<file path="config.mk">
export PLATFORM = sky130hd
export DESIGN_NAME = cwp_top
export DESIGN_NICKNAME = d
export VERILOG_FILES = /design/src/design/cwp_pkg.sv /design/src/design/cwp_decode.sv /design/src/design/cwp_top.sv
export VERILOG_INCLUDE_DIRS = /design/src /design/src/design
export SDC_FILE = /design/constraint.sdc
export NUM_CORES = 1
export LEC_CHECK = 0
export ABC_CLOCK_PERIOD_IN_PS = 2900
export BUFFER_PORTS_ARGS = -buffer_cell sky130_fd_sc_hd__buf_4
export CORE_AREA = 2 2 73 75
export CTS_CLUSTER_SIZE = 10
export DETAILED_ROUTE_END_ITERATION = 16
export DIE_AREA = 0 0 75 77
export PLACE_DENSITY = 0.66
export SLEW_MARGIN = 15
export SYNTH_ARGS = -nofsm -noshare
export SYNTH_HDL_FRONTEND = slang
export SYNTH_SLANG_ARGS = --single-unit
</file>
<file path="constraint.sdc">
create_clock -name pclk -period 2.9 [get_ports pclk]
set_clock_uncertainty 0.05 [all_clocks]
set_input_delay 0.435 -clock pclk [delete_from_list [all_inputs] [get_ports pclk]]
set_output_delay 0.435 -clock pclk [all_outputs]
set_load 0.1 [all_outputs]
</file>
<file path="src/design/cwp_cfg.svh">
// Offsets, field positions and reset values of the protection configuration block
`ifndef CWP_CFG_SVH
`define CWP_CFG_SVH
`define CWP_OFS_READ_GUARD 32'h00300009
`define CWP_OFS_WRITE_LOCK 32'h0030000a
`define CWP_OFS_STATUS 32'h00000010
`define CWP_OFS_VARIANT 32'h00000014
`define CWP_BIT_EEPROM_GUARD 7
`define CWP_BIT_BOOT_GUARD 6
`define CWP_BIT_SEG3_LOCK 3
`define CWP_RST_READ_GUARD 8'hc0
`define CWP_RST_WRITE_LOCK 8'hff
`define CWP_MASK_READ_GUARD 8'hc0
`define CWP_BOOT_END_SMALL 24'h0007ff
`define CWP_BOOT_END_LARGE 24'h0001ff
`define CWP_SEG3_START 24'h00c000
`define CWP_SEG3_END 24'h00ffff
`endif

</file>
<file path="src/design/cwp_pkg.sv">
// Types shared by the protection configuration block
package cwp_pkg;
	typedef struct packed {
		logic [23:0] addr;
		logic valid;
	} cwp_req_t;
	typedef struct packed {
		logic eeprom_read_deny;
		logic boot_read_deny;
		logic seg3_write_deny;
	} cwp_qual_t;
endpackage

</file>
<file path="src/design/cwp_decode.sv">
// Address qualifier decode for the protection configuration block
`timescale 1ns/100ps
`default_nettype none
`include "cwp_cfg.svh"
module cwp_decode
	import cwp_pkg::*;
(
	input wire logic [7:0] read_guard_byte,
	input wire logic [7:0] segment_write_lock_byte,
	input wire logic large_variant,
	input wire cwp_req_t code_req,
	output logic code_in_boot,
	output logic code_in_seg3,
	output cwp_qual_t qual
);
	logic [23:0] boot_end;
	// Boot block limit depends on variant
	assign boot_end = large_variant ? `CWP_BOOT_END_LARGE : `CWP_BOOT_END_SMALL; // see [RL2]
	assign code_in_boot = code_req.valid && (code_req.addr <= boot_end);
	assign code_in_seg3 = code_req.valid && large_variant && (code_req.addr >= `CWP_SEG3_START)
		&& (code_req.addr <= `CWP_SEG3_END);
	// Qualifiers: zero bit means protected
	assign qual.eeprom_read_deny = ~read_guard_byte[`CWP_BIT_EEPROM_GUARD]; // see [RL1]
	assign qual.boot_read_deny = code_in_boot & ~read_guard_byte[`CWP_BIT_BOOT_GUARD]; // see [RL2]
	assign qual.seg3_write_deny = code_in_seg3 &
		~segment_write_lock_byte[`CWP_BIT_SEG3_LOCK]; // see [RL5]
endmodule
`default_nettype wire

</file>
<file path="src/design/cwp_top.sv">
// APB register block holding the memory protection configuration bytes
`timescale 1ns/100ps
`default_nettype none
`include "cwp_cfg.svh"
// Function
// [RL1] EEPROM guard bit 7 zero makes data EEPROM read protected
// [RL2] Boot guard bit 6 zero protects boot block, end depends on variant
// [RL3] Read guard bits 5 to 0 always read zero
// [RL4] Read guard settings live at byte address 300009h
// [RL5] Lock bit 3 zero blocks writes to segment 3 on large variants
// [RL6] Guard bits reset to one and only clear, never set by writes
module cwp_top
	import cwp_pkg::*;
#(
	parameter logic LARGE_VARIANT = 1'b1
)
(
	input wire logic pclk,
	input wire logic presetn,
	input wire logic psel,
	input wire logic penable,
	input wire logic pwrite,
	input wire logic [31:0] paddr,
	input wire logic [31:0] pwdata,
	input wire logic [3:0] pstrb,
	output logic [31:0] prdata,
	output logic pready,
	output logic pslverr,
	input wire cwp_req_t code_req,
	output cwp_qual_t qual
);
	typedef struct packed {
		logic [7:0] read_guard_byte;
		logic [7:0] segment_write_lock_byte;
		logic [31:0] prdata;
		logic pready;
		logic pslverr;
		cwp_qual_t qual;
	} cwp_state_t;

	cwp_state_t r;
	cwp_state_t next_r;
	cwp_qual_t comb_qual;
	logic in_boot;
	logic in_seg3;

	// Byte addresses are printed directly, so decode the full offset
	function automatic logic [2:0] cwp_sel(input logic [31:0] a);
		logic [2:0] s;
		s = 3'h0;
		case ({a[31:2], 2'b00})
			(`CWP_OFS_READ_GUARD & 32'hfffffffc): s = 3'h1; // see [RL4]
			default: s = 3'h0;
		endcase
		if (a == `CWP_OFS_WRITE_LOCK) s = 3'h2;
		if (a == `CWP_OFS_STATUS) s = 3'h3;
		if (a == `CWP_OFS_VARIANT) s = 3'h4;
		if ((a != `CWP_OFS_READ_GUARD) && (s == 3'h1)) s = 3'h0;
		return s;
	endfunction

	cwp_decode u_dec (
		.read_guard_byte(r.read_guard_byte),
		.segment_write_lock_byte(r.segment_write_lock_byte),
		.large_variant(LARGE_VARIANT),
		.code_req(code_req),
		.code_in_boot(in_boot),
		.code_in_seg3(in_seg3),
		.qual(comb_qual)
	);

	logic [2:0] sel;
	logic setup;
	assign sel = cwp_sel(paddr);
	assign setup = psel && !penable;

	// Next state: single-cycle APB access, answer ready on the access cycle
	always_comb
	begin
		next_r = r;
		next_r.qual = comb_qual;
		next_r.pready = 1'b0;
		next_r.pslverr = 1'b0;
		if (setup)
		begin
			next_r.pready = 1'b1;
			next_r.pslverr = (sel == 3'h0);
			next_r.prdata = 32'h00000000;
			if (pwrite)
			begin
				if (sel == 3'h1 && pstrb[0])
					// Only clears, masked to implemented bits
					next_r.read_guard_byte = r.read_guard_byte & (pwdata[7:0] |
						~`CWP_MASK_READ_GUARD) & `CWP_MASK_READ_GUARD; // see [RL6] see [RL3]
				if (sel == 3'h2 && pstrb[0])
					next_r.segment_write_lock_byte = pwdata[7:0]; // see [RL5]
				if (sel == 3'h3 || sel == 3'h4)
					next_r.pslverr = 1'b1;
			end
			else
			begin
				case (sel)
					3'h1: next_r.prdata = {24'h000000, r.read_guard_byte &
						`CWP_MASK_READ_GUARD}; // see [RL3]
					3'h2: next_r.prdata = {24'h000000, r.segment_write_lock_byte};
					3'h3: next_r.prdata = {27'h0000000, in_seg3, in_boot, comb_qual};
					3'h4: next_r.prdata = {31'h00000000, LARGE_VARIANT};
					default: next_r.prdata = 32'h00000000;
				endcase
			end
		end
	end

	// State register, unprogrammed defaults at reset
	always_ff @(posedge pclk or negedge presetn)
	begin
		if (!presetn)
		begin
			r.read_guard_byte <= `CWP_RST_READ_GUARD; // see [RL6]
			r.segment_write_lock_byte <= `CWP_RST_WRITE_LOCK;
			r.prdata <= 32'h00000000;
			r.pready <= 1'b0;
			r.pslverr <= 1'b0;
			r.qual <= '0;
		end
		else
			r <= next_r;
	end

	assign prdata = r.prdata;
	assign pready = r.pready;
	assign pslverr = r.pslverr;
	assign qual = r.qual;
endmodule
`default_nettype wire

</file>
==> results of run 1 <==
-- cells by family after synthesis --
family	count (synthesis)	share of synthesized area [%]
and+or+nand+nor	44	19.67
buffers and inverters	41	19.84
DFF	23	40.90
AOI/OAI and AO/OA	21	13.05
muxes	8	6.267
other	1	0.2608
-- cell usage after synthesis, drive strengths merged, types with 4 or more instances --
master	count	area share, %
dfrtp	13	23
nor4	8	4.5
nand4	4	2.2
nand2	4	1.0
nor2	5	1.3
buf	35	18
dfstp	10	18
nand3	4	1.4
a22o	6	3.7
mux2	8	6.3
inv	5	1.3
or2	4	1.7
-- flip-flops by register name (all words and copies together), names as in the netlist --
name / cells
r: 10
prdata: 8
qual: 3
pready: 1
pslverr: 1
-- worst reg2reg max path, stage by stage (launching register included) --
cell	delay, ns
dfstp_2	0.54
and3b_1	0.17
and4_1	0.20
or2_2	0.28
a31o_2	0.25
-- cell type report --
cell class / count / area, sq um
Clock buffer: 4 / 45.04
Fill cell: 531 / 3032
Inverter: 5 / 18.77
Multi-Input combinational cell: 97 / 650.6
Sequential cell: 23 / 588.1
Tap cell: 70 / 87.58
Timing Repair Buffer: 74 / 555.5
-- power by group through the flow --
stage | registers [mW] | clock network, mW | logic, mW
floorplan | 0.339 | 0 | 0.175
global placement | 0.329 | 0 | 0.236
detailed placement | 0.329 | 0 | 0.238
CTS | 0.323 | 0.201 | 0.238
global route | 0.323 | 0.214 | 0.250
finish | 0.323 | 0.194 | 0.238
-- through the flow --
stage	utilization [%]	hold WS [ns]
final	39.09	0.001391
after global routing	39.09	0.01917
after CTS	39.09	0.009064
after detailed placement	38.19	0.2908
after global placement	38.19	0.2885
after floorplan	-	0.08941
-- metal layers --
metal	up-vias	routed length, microns	GRT usage [%]
met5	-	0	0
met3	7	184	1.840
met2	36	1822	21.14
met4	0	51	3.571
li1	583	-	-
met1	561	1372	14.29
-- worst max-delay path by stage --
| stage | endpoint | slack, ns | start |
|---|---|---|---|
| detailed placement | r[40] | 0.56 | paddr[27] |
| global placement | r[44] | 0.55 | paddr[7] |
| global route | r[40] | 0.58 | paddr[27] |
| CTS | r[40] | 0.84 | paddr[27] |
| floorplan | r[37] | 0.91 | paddr[27] |
| finish | r[40] | 0.86 | paddr[27] |
==> flow_summary.ini, run 1 <==
[floorplanning]
core_area_sq_um = 4977
fp.dieW_microns = 75
num_io_pins = 135
die_height_microns = 77
floorplan.die_area_sq_um = 5775
start_util_pct = 28.88
placementRows = 26

[cts]
cts_setup_buffers = 0
htree_num_levels = 1
root_buffer = clkbuf_8
clk_pin_slew_worst_paths_ns = 0.08
cts_tree = done
cts_buffers = 3
numClockSinks = 23
worstSkewPairLatency_ns = 0.26
clk_path_buf_depth = 2
cts_repair_resize_count = 0
cts-hold-fix-buffers = 0

[power_and_ir_drop]
irDropWorstVdd_mv = 0.1569
leakagePower_nw = 0.9210
combPwrFrac_pct = 31.5
power_switching_mw = 0.2746
switching_share_pct = 36.34
p_int_mw = 0.4809
seq_power_share_pct = 42.8
power_density_nw_per_um2 = 388.3
finalPower_mw = 0.7555
clockPowerShare_pct = 25.7

[routing]
drc = 0
drt-pass1-iter-count = 4
drtIter0Drc = 42
ant_nets = 0
wl_microns = 3430
via_count = 1187
wire_per_inst_microns = 12.56
vias_per_cell = 4.348

[place]
placed_cell_area_sq_um = 1901
gp_congestion = 0.7595
port_buffers = 74
dp.cells = 269
place_ws_ns = 0.5619
dp_hpwl_microns = 2982

[worst_setup_path]
reg2reg_from = r[40]
cp_max_fo = 8
r2r_cells = 4
path_buf_inv = 1
critPathKind = in -> reg
critPathTopFamily = simple AND/OR/NAND/NOR gates
cpPeakStageDelay_ns = 0.62
cp.depth = 5
path_cells = buf_4, nor4_1, nand4_2, nor4_4, mux2_2
r2r-end = prdata[0]
r2r_setup_slack_ns = 1.30
start_kind = primary input
cp.required_ns = 3.04
arrival_ns = 2.19
crit_path_top_delay_cell = nor4_4
cp-end-kind = flip-flop

[logic_synthesis]
synth_flop_cell = dfrtp_1
async_flop_share_pct = 100.0
syn_inst = 138
netlist_area_sq_um = 1438
ys_seq_area_share_pct = 40.91
avgSynthCellArea_sq_um = 10.42
synth_edf_count = 0
yosysWarningCount = 0
synth_cell_type_count = 37
synth_seq_cells = 23

[global_routing]
grt_usage_pct = 11.88
grt_pass1_wl_microns = 5513
grt-ovfl-total = 0
grt_max_degree = 24
grt_pass1_vias = 1220
antenna_found_initial = 0

[finish]
drive_above_1_share_pct = 50.74
final_common_cell = buf_4
area_growth_pct = 35.34
antenna_cells = 0
stdcell_count = 273
nNetsFinal = 302
layout_common_cells = buf_4, conb_1, dfrtp_1, dfstp_2, mux2_2
fin_area_sq_um = 1946

[timing]
hold_violations = 0
max_slew_margin_pct = 62.54
fmaxAchievable_ghz = 0.4897
final-setup-viol-count = 0
rsz0062_at_grt = false
layout_setup_ws_ns = 0.8581
fin_crit_ns = 2.042
timing.final.crit_share_pct = 70.41
tightest_slew_ns = 0.5578
fin_setup_tns_ns = 0
final_max_slew_viol_count = 0

[min_path]
hp-class = in -> async

[flow_run]
maxCapViolCount = 0

[status]
status = completed
No activity file was read; power rests on OpenSTA's default activity.
==> run 2, diff against run 1 <==
Settings changed: ABC_AREA from default to 1, ABC_CLOCK_PERIOD_IN_PS 2900 to 1900, CORE_AREA 2 2 73 75 to 2 2 80 82, DIE_AREA 0 0 75 77 to 0 0 82 84, PLACE_DENSITY 0.66 to default.
Clock period 2.9 ns to 1.9 ns, I/O delays scaled along.
==> run 2 against run 1 <==
Compared with the run above:
- highest routed layer unchanged
- design area increased by 17%
- combinational power increased by 65%
- global-route usage increased by 0.34 points
- sequential cell count unchanged
- sequential power increased by 53%
- clock-buffer cell count unchanged
==> flow_summary.ini, run 2 <==
[status]
status = completed

[routing]
drtIter0Drc = 36
via_count = 1606
ant_nets = 0
vias_per_cell = 3.995
wl_microns = 3842
drc = 0
wire_per_inst_microns = 9.557
drt-pass1-iter-count = 4

[timing]
fin_setup_tns_ns = 0
hold_slack_ns = 0.1698
fin_crit_ns = 1.334
rsz0062_at_grt = false
final_max_slew_viol_count = 0
final-setup-viol-count = 0
hold_violations = 0
timing.final.crit_share_pct = 70.23
fmaxAchievable_ghz = 0.7494

[global_routing]
grt-ovfl-total = 0
grt_max_degree = 24
grt_usage_pct = 12.22
grt_pass1_vias = 1714
antenna_found_initial = 0
grt_pass1_wl_microns = 6934

[worst_setup_path]
start_kind = primary input
arrival_ns = 1.49
cp_max_fo = 5
r2r-end = prdata[3]
critPathKind = in -> reg
r2r_cells = 4
cp.required_ns = 2.05
cp-end-kind = flip-flop
reg2reg_from = r[40]
r2r_setup_slack_ns = 0.84

[place]
dp.cells = 397
port_buffers = 74
gp_congestion = 0.7750
dp_hpwl_microns = 3321

[logic_synthesis]
yosysWarningCount = 0
avgSynthCellArea_sq_um = 6.756
synth_top_cell_by_area = dfrtp_1
synthSimpleGateAreaFrac_pct = 36.68
synthXorXnorAreaFrac_pct = 0
synth_fa_ha_area_share_pct = 0
synth_cell_type_count = 25
syn_inst = 258
synth_top_family_by_area = simple AND/OR/NAND/NOR gates
yosysMostFrequentCell = nand2_1
ys_seq_area_share_pct = 33.74
async_flop_share_pct = 100.0
synthTopCellsByCount = nand2_1, nor2_1, buf_4, inv_1, nand3_1
synth_seq_cells = 23
synth_area_leaders = dfrtp_1, buf_4, dfstp_2
synth_compound_area_share_pct = 5.671
synth_top_area_share_pct = 18.66
synth.area.mux_share_pct = 0
synth_edf_count = 0
netlist_area_sq_um = 1743
synth_flop_cell = dfrtp_1

[finish]
largest-register = r
layout_common_cells = buf_4, nand2_1, nor2_1, inv_1, conb_1
final_common_cell = buf_4
antenna_cells = 0
drive_above_1_share_pct = 31.38
nNetsFinal = 424
largest_reg_flops = 10
reg_top3 = r (10), prdata (8), qual (3)
stdcell_count = 402
area_growth_pct = 30.22

[cts]
clk_pin_slew_worst_paths_ns = 0.08
worstSkewPairLatency_ns = 0.26
cts_buffers = 3
cts_setup_buffers = 0
numClockSinks = 23
clk_path_buf_depth = 2
htree_num_levels = 1
root_buffer = clkbuf_8
cts_tree = done

[power_and_ir_drop]
irDropWorstVdd_mv = 0.2856
leakagePower_nw = 1.187
finalPower_mw = 1.185
power_density_nw_per_um2 = 522.3

[flow_run]
maxCapViolCount = 0

[floorplanning]
core_area_sq_um = 6096
fp.dieW_microns = 82
floorplan.die_area_sq_um = 6888
die_height_microns = 84
placementRows = 29
start_util_pct = 28.59
num_io_pins = 135

[min_path]
hp-start = penable
hold_path_depth = 2
min_to = pready
hp-class = in -> reg
run 2: changes by cell type after synthesis, moves of 8 or more:
cell     previous run  this run
o21ai_1             0         8
mux2_2              8         0
inv_1               5        35
nor2_1              5        42
nand2_1             4        62
nand3_1             4        20
run 2: worst max path at each step:
stage | from | slack [ns] | depth (start not counted) | end
6_report | paddr[5] | 0.57 | 10 | prdata[3]
5_1_grt | paddr[25] | 0.38 | 10 | prdata[7]
4_1_cts | paddr[31] | 0.58 | 10 | prdata[3]
3_5_place_dp | paddr[31] | 0.32 | 10 | prdata[3]
3_3_place_gp | paddr[31] | 0.34 | 10 | prdata[3]
2_1_floorplan | paddr[31] | 0.57 | 9 | r[37]
run 2: cells by family (layout without fill, tap and decap cells):
| group | after synthesis | after routing |
|---|---|---|
| flip-flops | 23 | 23 |
| other | 1 | 24 |
| AO/OA/AOI/OAI | 18 | 18 |
| AND/OR/NAND/NOR | 143 | 143 |
| buffers and inverters | 73 | 117 |
run 2: layer usage:
layer	track usage, %	part of all wire [%]	up-vias
li1	-	-	861
met2	21.80	51	54
met3	1.840	5.9	10
met4	5.303	2.7	0
met1	14.03	40	681
met5	0	0	-
run 2: final cells by class:
class	count	area, sq um
well taps	77	96.34
inverters	37	138.9
repair buffers	76	573.1
flip-flops and latches	23	588.1
clock buffers	4	45.04
multi-input cells	185	828.3
fillers	655	3826
run 2: timing repair:
action	in CTS	in global routing
gates resized for setup	0	0
hold buffers	1	0
endpoints found under the hold margin	13	0
setup endpoints to repair	0	0
run 2: critical path: stages:
cell     delay (ns)
buf_4          0.11
inv_1          0.09
nand2_1        0.07
nor2_1         0.12
nand2_1        0.08
nor2_1         0.21
nand2_1        0.15
o21ai_0        0.21
nand3_1        0.10
nand2_1        0.06
run 2: report_power, final:
| group | leakage [nW] | switching [mW] | internal (mW) |
|---|---|---|---|
| Sequential | 0.279 | 0.000693 | 0.492 |
| Combinational | 0.885 | 0.293 | 0.101 |
| Clock | 0.0228 | 0.150 | 0.149 |
run 2: metrics by stage:
step                      area (sq um)  utilization (%)  worst slack (ns)
final                             2270            37.23            0.5656
after global placement            2215            36.33            0.3435
after detailed placement          2215            36.33            0.3203
after global routing              2270            37.23            0.3823
after CTS                         2270            37.23            0.5844
after floorplan                   1829                -            0.5735
